**config.mk**
```make
export PLATFORM = sky130hd
export DESIGN_NAME = rx_los_ais_violation_monitor
export DESIGN_NICKNAME = d
export VERILOG_FILES = /design/src/rx_los_pkg.sv /design/src/rx_los_ais_violation_monitor.sv
export SDC_FILE = /design/constraint.sdc
export NUM_CORES = 1
export LEC_CHECK = 0
export ABC_AREA = 1
export BUFFER_PORTS_ARGS = -buffer_cell sky130_fd_sc_hd__buf_2
export CAP_MARGIN = 20
export CORE_MARGIN = 2
export CORE_UTILIZATION = 51
export CTS_CLUSTER_DIAMETER = 200
export DETAILED_ROUTE_END_ITERATION = 10
export HOLD_SLACK_MARGIN = 0.1
export PLACE_DENSITY = 0.78
export SKIP_CTS_REPAIR_TIMING = 1
export SLEW_MARGIN = 20
export SYNTH_ARGS = -nofsm -noshare
export SYNTH_HDL_FRONTEND = slang
export SYNTH_SLANG_ARGS = --single-unit
```
**constraint.sdc**
```tcl
create_clock -name clk_sys_i -period 14.1 [get_ports clk_sys_i]
set_clock_uncertainty 0.05 [all_clocks]
set_input_delay 0.705 -clock clk_sys_i [delete_from_list [all_inputs] [get_ports clk_sys_i]]
set_output_delay 0.705 -clock clk_sys_i [all_outputs]
set_load 0.1 [all_outputs]
```
**src/rx_los_pkg.sv**
```systemverilog
// Operation
// - Zero-run counter counts received zeros per recovered bit, resets on a mark.
// - On loss, receive clock output takes reference clock; returns after loss clears.
// - Receive data outputs keep following the line input during loss while insert enable is clear.
// - G.775: loss declared after 32 consecutive zero intervals.
// - G.775 clear: 4 marks in 32-bit window, no run over 15, amplitude high.
// - G.775: return to recovered clock happens at next reference clock edge.
// - ETSI mode: loss declared after 2048 consecutive zero intervals.
// - ETSI mode: loss clears after more than 32 intervals at high amplitude.
// - Criteria select bit picks ETSI; else G.775 for E1, T1.231 for T1.
// - T1.231: loss declared after 175 contiguous zero positions.
// - T1.231 clear: 12.5% density over 175 positions, window starts at a pulse.
// - Data recovery: amplitude only, loss after 30 us low, clears when high.
// - Alarm detection only in host mode, clock recovery, reference clock running.
// - Alarm detection runs whatever loopback is active.
// - E1 alarm: fewer than 3 zeros in 512 bits declares, 3 or more clears.
// - T1 alarm: fewer than 9 zeros in 8192 bits declares, 9 or more clears.
// - Insert enable clear: loss inserts nothing and leaves alarm status alone.
// - Insert enable set in loss, clock recovery only: all ones on positive and negative data outputs; status follows zeros/ones input.
// - Violation reporting only in unipolar mode, chosen by select high over 16 cycles.
// - AMI: every same-polarity pulse pair is reported as violation.
// - HDB3/B8ZS: one-bit violation pulse unless part of legal substitution.
// - HDB3 in E1, B8ZS in T1; line length zero means E1.
// - AMI chosen by control bit 4 in host mode, by pin in hardware mode.
package rx_los_pkg;
    localparam logic [7:0] CTRL_OFFSET = 8'h0F;
    localparam logic [7:0] AIS_OFFSET = 8'h13;
    localparam logic [7:0] AIE_OFFSET = 8'h14;
    localparam logic [7:0] CRIT_SEL_OFFSET = 8'h20;
    localparam logic [7:0] REG_RESET = 8'h00;
    localparam int INSERT_EN_BIT = 6;
    localparam int AMI_BIT = 4;
    localparam int CNT_W = 14;
    localparam logic [13:0] CNT_MAX = 14'h3FFF;
    localparam logic [13:0] G775_LOSS_BITS = 14'h0020;
    localparam logic [5:0] G775_MARKS = 6'h04;
    localparam logic [13:0] G775_MAX_RUN = 14'h000F;
    localparam logic [13:0] G775_WIN = 14'h0020;
    localparam logic [13:0] ETSI_LOSS_BITS = 14'h0800;
    localparam logic [13:0] ETSI_CLEAR_BITS = 14'h0020;
    localparam logic [13:0] T1_LOSS_BITS = 14'h00AF;
    localparam logic [13:0] T1_WIN = 14'h00AF;
    localparam logic [13:0] T1_MARKS = 14'h0016;
    localparam logic [13:0] AIS_E1_PERIOD = 14'h0200;
    localparam logic [13:0] AIS_E1_ZEROS = 14'h0003;
    localparam logic [13:0] AIS_T1_PERIOD = 14'h2000;
    localparam logic [13:0] AIS_T1_ZEROS = 14'h0009;
    localparam logic [4:0] USEL_REF_CYCLES = 5'h10;
    localparam int CLK_NS = 10;
    localparam int DR_LOSS_NS = 30000;
    localparam logic [13:0] DR_LOSS_CYC = 14'((DR_LOSS_NS + CLK_NS - 1) / CLK_NS);
    localparam logic [7:0] REF_TIMEOUT_CYC = 8'hFF;

    typedef struct packed {
        logic rec_clk;
        logic ref_clk;
        logic plus;
        logic minus;
        logic amp_low;
        logic amp_high;
        logic uni_sel;
        logic ami_pin;
        logic drm;
        logic host;
        logic [2:0] len;
    } pins_t;

    typedef enum logic [1:0] {CRIT_G775, CRIT_ETSI, CRIT_T1, CRIT_DR} crit_t;
endpackage

```
**src/rx_los_ais_violation_monitor.sv**
```systemverilog
`timescale 1ns/1ps
`default_nettype none
module rx_los_ais_violation_monitor import rx_los_pkg::*; (
    // Clock and reset.
    input wire logic clk_sys_i,
    input wire logic reset_n_i,
    // Line receiver and mode pins.
    input wire logic rec_clk_i,
    input wire logic ref_clk_i,
    input wire logic rx_line_plus_i,
    input wire logic rx_line_minus_i,
    input wire logic amp_low_i,
    input wire logic amp_high_i,
    input wire logic tx_neg_unipolar_select_i,
    input wire logic ami_code_select_pin_i,
    input wire logic data_recovery_mode_i,
    input wire logic host_mode_i,
    input wire logic [2:0] line_length_select_i,
    // Register port.
    input wire logic [7:0] reg_addr_i,
    input wire logic [7:0] reg_wdata_i,
    input wire logic reg_wr_i,
    input wire logic reg_rd_i,
    output logic [7:0] reg_rdata_o,
    // Framer side.
    output logic rx_clk_o,
    output logic rx_positive_data_o,
    output logic rx_negative_data_o,
    output logic rx_unipolar_data_o,
    output logic signal_loss_flag_o,
    output logic violation_out_o
);
    function automatic logic [13:0] sat_inc(input logic [13:0] v);
        return (v == CNT_MAX) ? v : 14'(v + 14'h0001);
    endfunction

    function automatic logic [5:0] ones32(input logic [31:0] v);
        logic [5:0] n;
        n = 6'h00;
        for (int i = 0; i < 32; i++) begin
            n = 6'(n + {5'h00, v[i]});
        end
        return n;
    endfunction

    // --------------------------------------------------------------
    // Reset release and pin synchronisers
    // --------------------------------------------------------------
    logic [1:0] rst_sync_ff;
    logic rst_n;
    pins_t meta_ff, pins_ff;
    logic rec_prev_ff, ref_prev_ff;
    logic bit_stb, ref_stb, mark;

    always_ff @(posedge clk_sys_i or negedge reset_n_i) begin
        if (!reset_n_i) rst_sync_ff <= 2'h0;
        else rst_sync_ff <= {rst_sync_ff[0], 1'b1};
    end
    assign rst_n = rst_sync_ff[1];

    always_ff @(posedge clk_sys_i or negedge rst_n) begin
        if (!rst_n) begin
            meta_ff <= '0;
            pins_ff <= '0;
            rec_prev_ff <= 1'b0;
            ref_prev_ff <= 1'b0;
        end else begin
            meta_ff <= {rec_clk_i, ref_clk_i, rx_line_plus_i, rx_line_minus_i,
                        amp_low_i, amp_high_i, tx_neg_unipolar_select_i,
                        ami_code_select_pin_i, data_recovery_mode_i, host_mode_i,
                        line_length_select_i};
            pins_ff <= meta_ff;
            rec_prev_ff <= pins_ff.rec_clk;
            ref_prev_ff <= pins_ff.ref_clk;
        end
    end
    assign bit_stb = pins_ff.rec_clk & ~rec_prev_ff;
    assign ref_stb = pins_ff.ref_clk & ~ref_prev_ff;
    assign mark = pins_ff.plus | pins_ff.minus;

    // --------------------------------------------------------------
    // Registers
    // --------------------------------------------------------------
    logic [7:0] ctrl_ff, aie_ff, crit_sel_ff, status_ff, rdata_ff;
    logic e1, ami, insert_en, los_ff;
    crit_t crit;

    always_ff @(posedge clk_sys_i or negedge rst_n) begin
        if (!rst_n) begin
            ctrl_ff <= REG_RESET;
            aie_ff <= REG_RESET;
            crit_sel_ff <= REG_RESET;
        end else if (reg_wr_i) begin
            if (reg_addr_i == CTRL_OFFSET) ctrl_ff <= reg_wdata_i;
            if (reg_addr_i == AIE_OFFSET) aie_ff <= reg_wdata_i;
            if (reg_addr_i == CRIT_SEL_OFFSET) crit_sel_ff <= {7'h00, reg_wdata_i[0]};
        end
    end

    always_ff @(posedge clk_sys_i or negedge rst_n) begin
        if (!rst_n) rdata_ff <= 8'h00;
        else if (reg_rd_i) begin
            unique case (reg_addr_i)
                CTRL_OFFSET: rdata_ff <= ctrl_ff;
                AIS_OFFSET: rdata_ff <= status_ff;
                AIE_OFFSET: rdata_ff <= aie_ff;
                CRIT_SEL_OFFSET: rdata_ff <= crit_sel_ff;
                default: rdata_ff <= 8'h00;
            endcase
        end
    end

    assign e1 = (pins_ff.len == 3'h0);
    assign ami = pins_ff.host ? ctrl_ff[AMI_BIT] : pins_ff.ami_pin;
    assign insert_en = ctrl_ff[INSERT_EN_BIT];

    always_comb begin
        if (pins_ff.drm) crit = CRIT_DR;
        else if (crit_sel_ff[0]) crit = CRIT_ETSI;
        else if (e1) crit = CRIT_G775;
        else crit = CRIT_T1;
    end

    // --------------------------------------------------------------
    // Loss monitor counters
    // --------------------------------------------------------------
    logic [13:0] zero_run_ff, nxt_zero_run, since_long_ff, hi_run_ff, nxt_hi_run;
    logic [13:0] t1_pos_ff, t1_marks_ff, dr_cnt_ff;
    logic [31:0] win_ff, nxt_win;
    logic t1_active_ff, clr_g775, t1_done_ok;

    assign nxt_zero_run = mark ? 14'h0000 : sat_inc(zero_run_ff);
    assign nxt_win = {win_ff[30:0], mark};
    assign nxt_hi_run = pins_ff.amp_high ? sat_inc(hi_run_ff) : 14'h0000;
    assign clr_g775 = (ones32(nxt_win) >= G775_MARKS) && (since_long_ff >= G775_WIN)
                      && pins_ff.amp_high;
    assign t1_done_ok = t1_active_ff && (sat_inc(t1_pos_ff) == T1_WIN)
                        && (14'(t1_marks_ff + {13'h0000, mark}) >= T1_MARKS);

    always_ff @(posedge clk_sys_i or negedge rst_n) begin
        if (!rst_n) begin
            zero_run_ff <= 14'h0000;
            win_ff <= 32'h00000000;
            since_long_ff <= 14'h0000;
            hi_run_ff <= 14'h0000;
        end else if (bit_stb) begin
            zero_run_ff <= nxt_zero_run;
            win_ff <= nxt_win;
            since_long_ff <= (nxt_zero_run > G775_MAX_RUN) ? 14'h0000
                             : sat_inc(since_long_ff);
            hi_run_ff <= nxt_hi_run;
        end
    end

    // T1.231 density window opens on a pulse received during loss.
    always_ff @(posedge clk_sys_i or negedge rst_n) begin
        if (!rst_n) begin
            t1_active_ff <= 1'b0;
            t1_pos_ff <= 14'h0000;
            t1_marks_ff <= 14'h0000;
        end else if (!los_ff) begin
            t1_active_ff <= 1'b0;
        end else if (bit_stb) begin
            if (!t1_active_ff) begin
                t1_active_ff <= mark;
                t1_pos_ff <= 14'h0001;
                t1_marks_ff <= 14'h0001;
            end else begin
                t1_active_ff <= (sat_inc(t1_pos_ff) != T1_WIN);
                t1_pos_ff <= sat_inc(t1_pos_ff);
                t1_marks_ff <= 14'(t1_marks_ff + {13'h0000, mark});
            end
        end
    end

    always_ff @(posedge clk_sys_i or negedge rst_n) begin
        if (!rst_n) dr_cnt_ff <= 14'h0000;
        else if (pins_ff.amp_low && !pins_ff.amp_high) dr_cnt_ff <= sat_inc(dr_cnt_ff);
        else dr_cnt_ff <= 14'h0000;
    end

    // --------------------------------------------------------------
    // Loss flag
    // --------------------------------------------------------------
    always_ff @(posedge clk_sys_i or negedge rst_n) begin
        if (!rst_n) los_ff <= 1'b0;
        else if (crit == CRIT_DR) begin
            if (pins_ff.amp_high) los_ff <= 1'b0;
            else if (dr_cnt_ff >= DR_LOSS_CYC) los_ff <= 1'b1;
        end else if (bit_stb) begin
            unique case (crit)
                CRIT_G775: begin
                    if (!los_ff && nxt_zero_run >= G775_LOSS_BITS) los_ff <= 1'b1;
                    else if (los_ff && clr_g775) los_ff <= 1'b0;
                end
                CRIT_ETSI: begin
                    if (!los_ff && nxt_zero_run >= ETSI_LOSS_BITS) los_ff <= 1'b1;
                    else if (los_ff && nxt_hi_run > ETSI_CLEAR_BITS) los_ff <= 1'b0;
                end
                CRIT_T1: begin
                    if (!los_ff && nxt_zero_run >= T1_LOSS_BITS) los_ff <= 1'b1;
                    else if (los_ff && t1_done_ok) los_ff <= 1'b0;
                end
                CRIT_DR: los_ff <= los_ff;
            endcase
        end
    end

    // --------------------------------------------------------------
    // Receive clock selection
    // --------------------------------------------------------------
    logic sel_ref_ff, rx_clk_ff;

    always_ff @(posedge clk_sys_i or negedge rst_n) begin
        if (!rst_n) sel_ref_ff <= 1'b0;
        else if (los_ff) sel_ref_ff <= 1'b1;
        else if (ref_stb) sel_ref_ff <= 1'b0;
    end

    always_ff @(posedge clk_sys_i or negedge rst_n) begin
        if (!rst_n) rx_clk_ff <= 1'b0;
        else rx_clk_ff <= sel_ref_ff ? pins_ff.ref_clk : pins_ff.rec_clk;
    end

    // --------------------------------------------------------------
    // Alarm detection and receive data
    // --------------------------------------------------------------
    logic ais_en, ref_alive, ais_det_ff, insert, pos_ff, neg_ff;
    logic [7:0] ref_to_ff;
    logic [13:0] ais_pos_ff, ais_zeros_ff, nxt_ais_zeros, ais_period, ais_thr;

    always_ff @(posedge clk_sys_i or negedge rst_n) begin
        if (!rst_n) ref_to_ff <= REF_TIMEOUT_CYC;
        else if (ref_stb) ref_to_ff <= 8'h00;
        else if (ref_to_ff != REF_TIMEOUT_CYC) ref_to_ff <= 8'(ref_to_ff + 8'h01);
    end
    assign ref_alive = (ref_to_ff != REF_TIMEOUT_CYC);
    // Loopback settings are deliberately not an input here.
    assign ais_en = pins_ff.host && !pins_ff.drm && ref_alive;
    assign ais_period = e1 ? AIS_E1_PERIOD : AIS_T1_PERIOD;
    assign ais_thr = e1 ? AIS_E1_ZEROS : AIS_T1_ZEROS;
    assign nxt_ais_zeros = mark ? ais_zeros_ff : sat_inc(ais_zeros_ff);
    assign insert = los_ff && insert_en && !pins_ff.drm;

    always_ff @(posedge clk_sys_i or negedge rst_n) begin
        if (!rst_n) begin
            ais_pos_ff <= 14'h0000;
            ais_zeros_ff <= 14'h0000;
            ais_det_ff <= 1'b0;
        end else if (!ais_en) begin
            ais_pos_ff <= 14'h0000;
            ais_zeros_ff <= 14'h0000;
        end else if (bit_stb) begin
            // A block left longer by a change of standard closes at once.
            if (sat_inc(ais_pos_ff) >= ais_period) begin
                ais_det_ff <= (nxt_ais_zeros < ais_thr);
                ais_pos_ff <= 14'h0000;
                ais_zeros_ff <= 14'h0000;
            end else begin
                ais_pos_ff <= sat_inc(ais_pos_ff);
                ais_zeros_ff <= nxt_ais_zeros;
            end
        end
    end

    always_ff @(posedge clk_sys_i or negedge rst_n) begin
        if (!rst_n) status_ff <= 8'h00;
        else if (bit_stb) begin
            if (insert) status_ff <= {7'h00, !mark};
            else if (los_ff) status_ff <= status_ff;
            else if (ais_en) status_ff <= {7'h00, ais_det_ff};
        end
    end

    always_ff @(posedge clk_sys_i or negedge rst_n) begin
        if (!rst_n) begin
            pos_ff <= 1'b0;
            neg_ff <= 1'b0;
        end else if (bit_stb) begin
            pos_ff <= insert | pins_ff.plus;
            neg_ff <= insert | pins_ff.minus;
        end
    end

    // --------------------------------------------------------------
    // Unipolar select and violation monitor
    // --------------------------------------------------------------
    logic [4:0] ubs_cnt_ff;
    logic unipolar, last_pol_ff, have_pulse_ff, sub_ff, pol_repeat, legal, viol_ff, udata_ff;

    always_ff @(posedge clk_sys_i or negedge rst_n) begin
        if (!rst_n) ubs_cnt_ff <= 5'h00;
        else if (!pins_ff.uni_sel) ubs_cnt_ff <= 5'h00;
        else if (ref_stb && ubs_cnt_ff <= USEL_REF_CYCLES) ubs_cnt_ff <= 5'(ubs_cnt_ff + 5'h01);
    end
    assign unipolar = (ubs_cnt_ff > USEL_REF_CYCLES);

    assign pol_repeat = have_pulse_ff && (pins_ff.plus == last_pol_ff);
    always_comb begin
        if (ami) legal = 1'b0;
        else if (e1) legal = (zero_run_ff == 14'h0003) || (zero_run_ff == 14'h0002);
        else legal = (zero_run_ff == 14'h0003) || (zero_run_ff == 14'h0001 && sub_ff);
    end

    always_ff @(posedge clk_sys_i or negedge rst_n) begin
        if (!rst_n) begin
            last_pol_ff <= 1'b0;
            have_pulse_ff <= 1'b0;
            sub_ff <= 1'b0;
        end else if (bit_stb && mark) begin
            last_pol_ff <= pins_ff.plus;
            have_pulse_ff <= 1'b1;
            if (pol_repeat && legal && zero_run_ff == 14'h0003) sub_ff <= 1'b1;
            else if (zero_run_ff != 14'h0000) sub_ff <= 1'b0;
        end
    end

    always_ff @(posedge clk_sys_i or negedge rst_n) begin
        if (!rst_n) begin
            viol_ff <= 1'b0;
            udata_ff <= 1'b0;
        end else if (bit_stb) begin
            viol_ff <= unipolar && mark && pol_repeat && !legal;
            udata_ff <= mark;
        end
    end

    assign reg_rdata_o = rdata_ff;
    assign rx_clk_o = rx_clk_ff;
    assign rx_positive_data_o = pos_ff;
    assign rx_negative_data_o = neg_ff;
    assign rx_unipolar_data_o = udata_ff;
    assign signal_loss_flag_o = los_ff;
    assign violation_out_o = viol_ff;
endmodule // rx_los_ais_violation_monitor
`default_nettype wire

```
======== Word level (Yosys, flattened, before mapping) ========
Index checks and enable logic that the tools add are counted.
operators by class
  reductions and logical operators ........ 48
  equal/unequal tests ..................... 31
  mux-type cells .......................... 55
  add/subtract/negate cells ............... 41
  $lt $le $gt $ge ......................... 13
  bitwise operators ....................... 7
operator list
  kind                   number
  $mux 14                21
  $add 6x1->6            26
  $add 14x1->14 const B  7
  $eq 14x14->1 const B   7
  $mux 8                 5
  $pmux 8 s4             1
  $eq 14x2->1 const B    2
  $ge 14x12->1 const B   2
  $ge 14x6->1 const B    2
  $logic_and 1x1->1      24
  $mux 1                 21
  $eq 8x5->1 const B     2
  $add 14x1->14          1
  $eq 14x1->1 const B    1
  $eq 14x8->1 const B    1
  $ge 14x14->1           1
  $ge 14x5->1 const B    1
  $ge 14x8->1 const B    1
  $gt 14x4->1 const B    1
  $gt 14x6->1 const B    1
  $lt 14x4->1            1
  $ne 14x8->1 const B    1
  $reduce_bool 14->1     1
  $ne 4x4->1 const B     3
  34 further kinds       61
storage, ports and cells
  flip-flop bits (word level) ............. 231
  input bits .............................. 33
  logic and storage cells ................. 248

======== Logic depth before layout (Yosys ltp) ========
Gate-level depths: netlist (run 1).
  depth in word-level cells ............... 41
  gate-level depth with buffers ........... 23
  gate-level depth less buffers ........... 23

======== Worst setup path before layout (run 1) ========
No wires, ideal clock.
  path type ............................... reg2reg
  from .................................... reg win_ff[0]
  to ...................................... reg los_ff (netlist: signal_loss_flag_o)
  setup slack ............................. 8.700 ns
  clock period less this slack ............ 5.400 ns
  stages on the path, launching flop included .. 20
  data arrival time ....................... 5.227 ns
  required time ........................... 13.927 ns
  path through ............................ dfrtp_1 > fa_1 > inv_1 > fa_1 > fa_1 > fa_1 > fa_1 > fa_1 > inv_1 > ha_1 > fa_1 > inv_1 > a211o_1 > nand2_1 > o211ai_1 > a41oi_1 > nand2_1 > nand3_1 > o21ai_0 > nand2_1
on the way
  cells in the longest elaborated chain, start to end .. 37
RTL lines
  what                               RTL line                             source
  start, declared                    rx_los_ais_violation_monitor.sv:129  logic [31:0] win_ff, nxt_win;
  start signal, assigned             rx_los_ais_violation_monitor.sv:148  win_ff <= nxt_win;
  $add 1x1->2                        rx_los_ais_violation_monitor.sv:41   n = 6'(n + {5'h00, v[i]});
  $add 2x1->3                        rx_los_ais_violation_monitor.sv:41
  $add 3x1->4                        rx_los_ais_violation_monitor.sv:41
  $add 4x1->5                        rx_los_ais_violation_monitor.sv:41
  $add 5x1->6                        rx_los_ais_violation_monitor.sv:41
  $add 6x1->6 (26 in a row)          rx_los_ais_violation_monitor.sv:41
  $ge 6x3->1                         rx_los_ais_violation_monitor.sv:135  assign clr_g775 = (ones32(nxt_win) >= G775_MARKS) && (since_long_ff >= G775_WIN)
  $logic_and 1x1->1                  rx_los_ais_violation_monitor.sv:135
  $logic_and 1x1->1                  rx_los_ais_violation_monitor.sv:136  && pins_ff.amp_high;
  $logic_and 1x1->1                  rx_los_ais_violation_monitor.sv:194  else if (los_ff && clr_g775) los_ff <= 1'b0;
  $ne 4x4->1 (no source line)        --
  $reduce_and 5->1 (no source line)  --
  end signal, assigned               rx_los_ais_violation_monitor.sv:204  CRIT_DR: los_ff <= los_ff;
  end, declared                      rx_los_ais_violation_monitor.sv:85   logic e1, ami, insert_en, los_ff;
No other way between the ends.
A chain may end at the register's enable or synchronous reset.

======== Worst setup path in the final report (run 1) ========
  from .................................... reg pins_ff[10] (netlist bit)
  to ...................................... reg los_ff (netlist: signal_loss_flag_o)
on the way
  cells in the longest elaborated chain, start to end .. 38
RTL lines
  what                               RTL line                             source
  start, declared                    rx_los_ais_violation_monitor.sv:51   pins_t meta_ff, pins_ff;
  start signal, assigned             rx_los_ais_violation_monitor.sv:72   pins_ff <= meta_ff;
  $or 1x1->1 *                       rx_los_ais_violation_monitor.sv:79   assign mark = pins_ff.plus | pins_ff.minus;
  named net mark                     rx_los_ais_violation_monitor.sv:53   logic bit_stb, ref_stb, mark;
  $add 1x1->2                        rx_los_ais_violation_monitor.sv:41
  $add 2x1->3                        rx_los_ais_violation_monitor.sv:41
  $add 3x1->4                        rx_los_ais_violation_monitor.sv:41
  $add 4x1->5                        rx_los_ais_violation_monitor.sv:41
  $add 5x1->6                        rx_los_ais_violation_monitor.sv:41
  $add 6x1->6 (26 in a row)          rx_los_ais_violation_monitor.sv:41
  $ge 6x3->1                         rx_los_ais_violation_monitor.sv:135
  $logic_and 1x1->1                  rx_los_ais_violation_monitor.sv:135
  $logic_and 1x1->1                  rx_los_ais_violation_monitor.sv:136
  $logic_and 1x1->1                  rx_los_ais_violation_monitor.sv:194
  $ne 4x4->1 (no source line)        --
  $reduce_and 5->1 (no source line)  --
Mark *: on every way through the listed nets, which the timed path passes. The rest lies on a longest branch. The select of a mux whose other input is x is not followed.

==> results of run 1 <==
[area by class of cell]
class / count / area [µm²]
multi-input cells: 1145 / 6210
flip-flops and latches: 223 / 5590
fillers: 2194 / 10700
repair buffers: 54 / 325
inverters: 228 / 860
clock buffers: 40 / 795
well taps: 330 / 413
clock inverters: 7 / 110
[through the flow]
step | hold slack (ps) | instances | instance area (µm²) | util
floorplan | 281 | 1632 | 12800 | -
global placement | 196 | 1978 | 13400 | 0.535
detailed placement | 199 | 1978 | 13400 | 0.535
CTS | -112 | 2025 | 14300 | 0.571
global route | 218 | 2027 | 14300 | 0.573
finish | 187 | 2027 | 14300 | 0.573
[path summary, 6_finish.rpt]
path / startpoint / end / slack [ps] / cells past startpoint
max in group asynchronous: rst_sync_ff[1] / ref_to_ff[1] / 12530 / 2
setup reg to reg: pins_ff[10] / signal_loss_flag_o / 8480 / 23
setup / recovery: pins_ff[10] / signal_loss_flag_o / 8480 / 23
min in group clk_sys_i: ami_code_select_pin_i / meta_ff[5] / 240 / 1
hold / removal: rst_sync_ff[1] / since_long_ff[2] / 190 / 0
hold reg to reg: rst_sync_ff[1] / since_long_ff[2] / 190 / 0
[cell usage in the layout (no fill, tap or decap), types with 7 or more instances in the layout]
cell	n
sky130_fd_sc_hd__o21ai_0	135
sky130_fd_sc_hd__dfstp_2	8
sky130_fd_sc_hd__clkbuf_16	27
sky130_fd_sc_hd__fa_1	24
sky130_fd_sc_hd__xnor2_1	8
sky130_fd_sc_hd__nand3_1	129
sky130_fd_sc_hd__o22ai_1	25
sky130_fd_sc_hd__nand3_2	9
sky130_fd_sc_hd__nor2_2	10
sky130_fd_sc_hd__o21ai_1	14
sky130_fd_sc_hd__inv_1	223
sky130_fd_sc_hd__o21ai_2	14
sky130_fd_sc_hd__dfrtp_1	214
sky130_fd_sc_hd__ha_1	28
sky130_fd_sc_hd__nor3_1	33
sky130_fd_sc_hd__a21oi_1	23
sky130_fd_sc_hd__nor2_1	148
sky130_fd_sc_hd__xor2_1	34
sky130_fd_sc_hd__buf_2	46
sky130_fd_sc_hd__nand2_1	409
sky130_fd_sc_hd__clkbuf_8	7
sky130_fd_sc_hd__nand4_1	31
sky130_fd_sc_hd__nor4_1	10
[critical path, stage by stage (launching register included)]
cell and delay (ps):
sky130_fd_sc_hd__dfrtp_1 400, sky130_fd_sc_hd__nor2_2 80, sky130_fd_sc_hd__buf_4 280, sky130_fd_sc_hd__inv_1 200
sky130_fd_sc_hd__fa_1 510, sky130_fd_sc_hd__inv_1 60, sky130_fd_sc_hd__fa_1 390, sky130_fd_sc_hd__inv_1 90
sky130_fd_sc_hd__fa_1 460, sky130_fd_sc_hd__fa_1 530, sky130_fd_sc_hd__fa_1 560, sky130_fd_sc_hd__inv_1 60
sky130_fd_sc_hd__fa_1 530, sky130_fd_sc_hd__inv_1 70, sky130_fd_sc_hd__fa_1 400, sky130_fd_sc_hd__inv_1 90
sky130_fd_sc_hd__a211o_1 90, sky130_fd_sc_hd__nand2_1 40, sky130_fd_sc_hd__o211ai_1 80, sky130_fd_sc_hd__a41oi_1 120
sky130_fd_sc_hd__nand2_1 110, sky130_fd_sc_hd__nand3_1 100, sky130_fd_sc_hd__o21ai_0 160, sky130_fd_sc_hd__nand2_1 60
[registers in the layout, indices dropped and copies added, names as in the netlist, 2 cells and up]
name,cells
win_ff,31
ais_pos_ff,14
ais_zeros_ff,14
dr_cnt_ff,14
hi_run_ff,14
since_long_ff,14
t1_marks_ff,14
t1_pos_ff,14
zero_run_ff,14
meta_ff,13
pins_ff,13
aie_ff,8
ctrl_ff,8
ref_to_ff,8
reg_rdata_o,8
ubs_cnt_ff,5
rst_sync_ff,2
[kinds of logic after synthesis]
family          count (synthesis)  share of synthesized area
mux                             1                   0.000878
flops                         223                      0.436
fa+ha+maj                      52                     0.0647
compound gates                240                      0.107
buf+inv                       264                     0.0809
simple gates                  808                      0.281
xor+xnor                       43                     0.0299
other cells                     1                   0.000292
[power by group]
group	internal [µW]	switching (µW)
logic	97.2	174
clock network	440	258
registers	681	32.0
total	1220	463
[layer usage]
layer  vias up  wire length, µm  global-route usage
li1       5372                -                   -
met1      5213            12700               0.302
met2       242            13500               0.365
met3        56             1160              0.0267
met4         0              722              0.0579
met5         -                0                   0
==> impl.org, run 1 <==
** Status
- Outcome :: completed

** Synthesis
- Count of mapped cells out of synthesis :: 1,632
- Register area share after synthesis :: 0.436
- Summing every instance area after synthesis gives 12,800 µm².
- Post-Synthesis Net Count :: 1,717
- The synthesized design contains 223 register bits.
- In the synthesized netlist, the cells that appear most often are sky130_fd_sc_hd__nand2_1, sky130_fd_sc_hd__inv_1, sky130_fd_sc_hd__dfrtp_1.
- In this run the mean area of a mapped cell was 7.86 µm².
- Most frequent cell after synthesis :: sky130_fd_sc_hd__nand2_1
- Of the post-synthesis cell area, the dominant cell type holds 0.419.
- Area leader, netlist :: sky130_fd_sc_hd__dfrtp_1
- The most used flip-flop cell after synthesis is sky130_fd_sc_hd__dfrtp_1.
- Number of flops mapped to enable cells by yosys :: 0
- The Yosys step of the flow raised 0 warnings.
- Counting flops with an async set or reset pin after synthesis yields a share of 1.00.
- Top cells by area, synth :: sky130_fd_sc_hd__dfrtp_1, sky130_fd_sc_hd__nand2_1, sky130_fd_sc_hd__inv_1, sky130_fd_sc_hd__o21ai_0, sky130_fd_sc_hd__nand3_1
- In this run, distinct cell masters in the synthesized netlist total 62.

** Routing
- Dividing the detail-routed via count by the number of cells gives 5.37.
- Overall via count from detail_route :: 10,900
- Remaining antenna violation count :: 0
- The first routing iteration left 927 violations.
- Total Wirelength :: 28.1 mm
- WL/cell :: 13.9 µm
- Before antenna repair, the detailed router went through 5 iterations.
- Post-route DRC violation count :: 0

** Final layout
- Compared with the post-synthesis result, the final layout area differs by 11.5%.
- Number of antenna cells inserted :: 0
- In the final layout, the share of cells above drive strength 1 is 0.0978.
- NumNets Final :: 1,763

** Floorplanning
- From left edge to right edge, the die measures 163 µm.
- The initialized floorplan defines 58 standard-cell rows.
- Pin placement for this block handled 47 I/O pins.
- In this run the vertical extent of the chip is 163 µm.
- In this run the standard cell core region covers 25,000 µm².
- Effective utilization at floorplan :: 0.514
- Die area :: 26,400 µm²

** CTS
- Sink Count :: 223
- TritonCTS built the clock tree.
- Count of H-tree levels built during CTS :: 1
- No sink is reached through more buffers than the 3 on the longest clock path.
- For the worst-skew pair, the clock arrives at the later sink with an insertion delay of 530 ps.
- Counting the buffers created by CTS gives 26.
- The tree is rooted in a sky130_fd_sc_hd__clkbuf_16.
- After clock tree synthesis, the clock-pin slew on the worst setup and hold paths is 60 ps.

** Global routing
- GR Util All Layers :: 0.218
- The number of antenna violations at the first check in global routing is 0.
- The total overflow left after global routing is 0.
- Entering global routing, the biggest net connects 196 pins.
- Wire length of the first global-routing pass :: 48.3 mm
- Number of global-route vias before repair :: 10,400

** Power and ir drop
- Total power draw :: 1680 µW
- For this design the static power due to leakage is 0.00679 µW.
- Power density relative to cell area :: 118 nW/µm²
- IR analysis of the VDD net gives a maximum drop of 0.000102 V.

** STA
- In the final timing run, aggregate negative setup slack is 0 ps.
- The worst path meets setup with 8480 ps of slack.
- Worst-Margin Slew :: 985 ps
- Clock period minus worst slack :: 5620 ps
- Setup violators final :: 0
- Unrepaired setup endpoints after global routing :: false
- Peak Freq :: 0.178 GHz
- In the finished design, the share of the clock period the worst path needs comes to 0.398.
- Final Max Tran Viols :: 0
- In this run the tightest slew margin relative to its limit is 0.338.
- Hold Violations, Final :: 0

** Setup path
- Critical path endpoint category :: register
- Data on the critical path arrives at its endpoint at 5980 ps.
- Biggest fanout along the worst timing path :: 27
- STA puts the critical path data required time at 14,460 ps.
- Crit path launch type :: register
- Crit path kind :: reg2reg

** Placement
- GPL Wtd Cong :: 0.920
- Setup slack at placement :: 8500 ps
- In this run the tool buffered the top-level ports with 46 buffer cells.
- Detailed placement ended at an HPWL of 19.6 mm.

** Min path
- Classification of the worst-slack hold path :: reg2async

** Run
- Across the run, the number of max-cap violations was 0.
Power figures use the tool's default switching activity.
==> inputs of run 2 (changes only) <==
==> constraint.sdc (replaced) <==
create_clock -name clk_sys_i -period 5.7 [get_ports clk_sys_i]
set_clock_uncertainty 0.05 [all_clocks]
set_input_delay 0.285 -clock clk_sys_i [delete_from_list [all_inputs] [get_ports clk_sys_i]]
set_output_delay 0.285 -clock clk_sys_i [all_outputs]
set_load 0.1 [all_outputs]
==> impl.org, run 2 (synthesized netlist as in run 1, its figures left out) <==
** Status
- Outcome :: completed

** Floorplanning
- The core region is 25,000 µm².
- From left edge to right edge, the die measures 163 µm.
- Row cnt :: 58
- Pin placement for this block handled 47 I/O pins.
- For this configuration, the core starts out at a cell density of 0.514.
- Die area :: 26,400 µm²
- Die Y-Extent :: 163 µm

** CTS
- After clock tree synthesis, the clock-pin slew on the worst setup and hold paths is 70 ps.
- Clock buffers created by TritonCTS :: 25
- The root buffer cell chosen for the clock tree is sky130_fd_sc_hd__clkbuf_16.
- The clock reaches the later pin of the worst-skew pair after 530 ps.
- The clock net in this run drives a total of 223 sinks.
- TritonCTS built the clock tree.
- Maximum buffer depth of the clock tree :: 3
- Count of H-tree levels built during CTS :: 1

** Global routing
- The number of antenna violations at the first check in global routing is 0.
- In the global route stage, met1 resource usage came out at 0.292.
- For this run, global-route usage on met2 was measured as 0.372.
- After global routing, the most crowded layer is met2.
- Wire length of the first global-routing pass :: 48.0 mm
- In the global route stage, overall resource usage came out at 0.217.
- The via count of the first global-routing pass is 10,400.
- Summed over all layers, the global routing overflow is 0.
- Global routing met3 resource utilization :: 0.0280
- Pin count of the biggest net entering global routing :: 164

** Setup path
- Slowest-stage cell, CP :: sky130_fd_sc_hd__fa_1
- Arrival time reported for the critical path endpoint :: 5620 ps
- Data on the critical path is required at its endpoint by 6060 ps.
- The worst register-to-register path ends at signal_loss_flag_o.
- The worst setup path is of the reg2reg kind.
- Flop-to-flop setup slack :: 440 ps
- The startpoint identified for the worst register-to-register timing path is pins_ff[9].
- The most critical setup path has its startpoint at pins_ff[9].
- STA classifies the critical path endpoint as a register.
- Gate family responsible for the most delay along the worst path :: adder cells
- Critical path's largest stage delay :: 540 ps
- Worst path cell trace :: nor2_2 > inv_1 > fa_1 > inv_1 > fa_1 > fa_1 > fa_1 > fa_1 > fa_1 > inv_1 > ha_1 > fa_1 > inv_1 > a211o_1 > nand2_1 > o211ai_1 > a41oi_1 > nand2_1 > nand3_1 > o21ai_0 > nand2_1
- Biggest fanout along the worst timing path :: 2
- Together, buffers and inverters on the worst path number 4.
- Worst Setup EP :: signal_loss_flag_o
- Counting cells, the worst reg-to-reg path comes to 21.
- The cell that appears most often on the critical path is sky130_fd_sc_hd__fa_1.
- Crit path launch type :: register
- CP Depth :: 21

** STA
- Static timing analysis puts the maximum clock frequency at 0.190 GHz.
- For the pin with the worst max-slew slack, the measured transition is 979 ps.
- The final-report hold violation count is 0.
- Setup violations remaining at the end of the flow were counted as 0.
- The max-slew violation count came to 0.
- Hold timing on the final database bottoms out at a slack of 122 ps.
- Headroom to the max-slew limit :: 0.345
- Unrepaired setup endpoints after global routing :: false
- Setup tns final :: 0 ps
- Clock period minus worst slack :: 5260 ps
- Final Cycle Share :: 0.923

** Power and ir drop
- The share of total power dissipated in the clock network is 0.401.
- Portion of total power attributed to sequential cells :: 0.429
- Worst IR Drop VDD :: 0.000223 V
- Switching power summed over all nets :: 1190 µW
- Switching fraction of total power :: 0.289
- The internal power of the cells totals 2930 µW.
- Leakage :: 0.00685 µW
- Total power draw :: 4120 µW
- Of the total power, combinational logic draws 0.170.
- Power density relative to cell area :: 285 nW/µm²

** Final layout
- The register with the most flip-flops in the layout has 31 of them.
- Layout cell share with drive strength beyond 1 :: 0.0971
- Area added between synthesis and finish :: 12.7%
- For this run, the post-layout net count is 1,786.
- Cell area after layout :: 14,500 µm²
- Most frequent standard cell in the layout excluding fill and tap cells :: sky130_fd_sc_hd__nand2_1
- After the flow finishes, the layout carries non-filler instances totaling 2,050.
- Largest reg by FF count :: win_ff
- In the layout the commonest cells are sky130_fd_sc_hd__nand2_1, sky130_fd_sc_hd__inv_1, sky130_fd_sc_hd__dfrtp_1.
- Number of antenna cells inserted :: 0
- The layout has 2,218 filler cells.

** Min path
- Worst Hold Path Cells :: 5
- Classification of the worst-slack hold path :: in2reg

** Placement
- Area after detailed placement :: 13,400 µm²
- Routability-driven placement finished with a final weighted congestion of 0.874.
- Count of buffers from port buffering :: 46
- After detailed placement, the design holds a cell count of 1,980.
- Hpwl dp :: 20.0 mm

** Routing
- Average via count per standard cell :: 5.38
- After detailed routing, the number of remaining DRC violations is 0.
- Total Wirelength :: 28.9 mm
- The routed layout has 11,000 vias.
- Remaining antenna violation count :: 0
- After the first detailed-routing iteration, the DRC count stood at 998.
- WL/cell :: 14.1 µm
- Initial DRT Pass Iterations :: 8

** Run
- Max_cap viols :: 0
-- run 2: cell types whose count changed in the layout (fill, tap and decap cells not counted) --
| cell | delta |
|---|---|
| sky130_fd_sc_hd__clkbuf_1 | -1 |
| sky130_fd_sc_hd__clkinvlp_4 | +1 |
| sky130_fd_sc_hd__inv_6 | +1 |
| sky130_fd_sc_hd__clkbuf_16 | -2 |
| sky130_fd_sc_hd__buf_4 | +2 |
| sky130_fd_sc_hd__buf_16 | -1 |
| sky130_fd_sc_hd__bufinv_16 | -1 |
| sky130_fd_sc_hd__clkinv_2 | -1 |
| sky130_fd_sc_hd__clkinv_4 | +2 |
| sky130_fd_sc_hd__dlygate4sd3_1 | +23 |
-- run 2: cell type report --
| class | instances | area, µm² | share of cell area |
|---|---|---|---|
| clock inverters | 9 | 109 | 0.00752 |
| well taps | 330 | 413 | 0.0285 |
| clock buffers | 37 | 741 | 0.0512 |
| multi-input cells | 1145 | 6210 | 0.429 |
| inverters | 228 | 860 | 0.0594 |
| flip-flops and latches | 223 | 5590 | 0.387 |
| repair buffers | 78 | 543 | 0.0375 |
-- run 2: stage by stage --
step / utilization / setup WS, ps
floorplan: - / 300
global placement: 0.536 / 554
detailed placement: 0.536 / 442
CTS: 0.570 / 414
global route: 0.579 / 83.9
finish: 0.579 / 440
-- run 2: how the worst min path moves through the flow --
| stage | start | end | slack [ps] |
|---|---|---|---|
| finish | reg_wr_i | crit_sel_ff[0] | 120 |
| global route | reg_wr_i | crit_sel_ff[0] | 180 |
| CTS | reset_n_i | rst_sync_ff[1] | -530 |
| detailed placement | reset_n_i | rst_sync_ff[0] | 20 |
| global placement | reset_n_i | rst_sync_ff[0] | 20 |
| floorplan | reset_n_i | rst_sync_ff[0] | -60 |
-- run 2: layer usage --
metal  routed length, µm  vias up
met3                1250       65
met2               14000      271
li1                    -     5432
met1               12900     5253
met4                 734        0
met5                   0        -
-- run 2: tightest hold or removal path: stages --
cell and delay (ps):
sky130_fd_sc_hd__buf_2 110, sky130_fd_sc_hd__inv_1 80, sky130_fd_sc_hd__nor2_1 60, sky130_fd_sc_hd__nand2_1 50, sky130_fd_sc_hd__o21ai_0 70
-- run 2: power by group through the flow --
| stage | Sequential, µW | Clock (µW) | Combinational [µW] |
|---|---|---|---|
| after floorplan | 1830 | 0 | 467 |
| after global placement | 1790 | 0 | 638 |
| after detailed placement | 1790 | 0 | 695 |
| after CTS | 1770 | 1680 | 699 |
| after global routing | 1780 | 1740 | 802 |
| final | 1770 | 1650 | 702 |
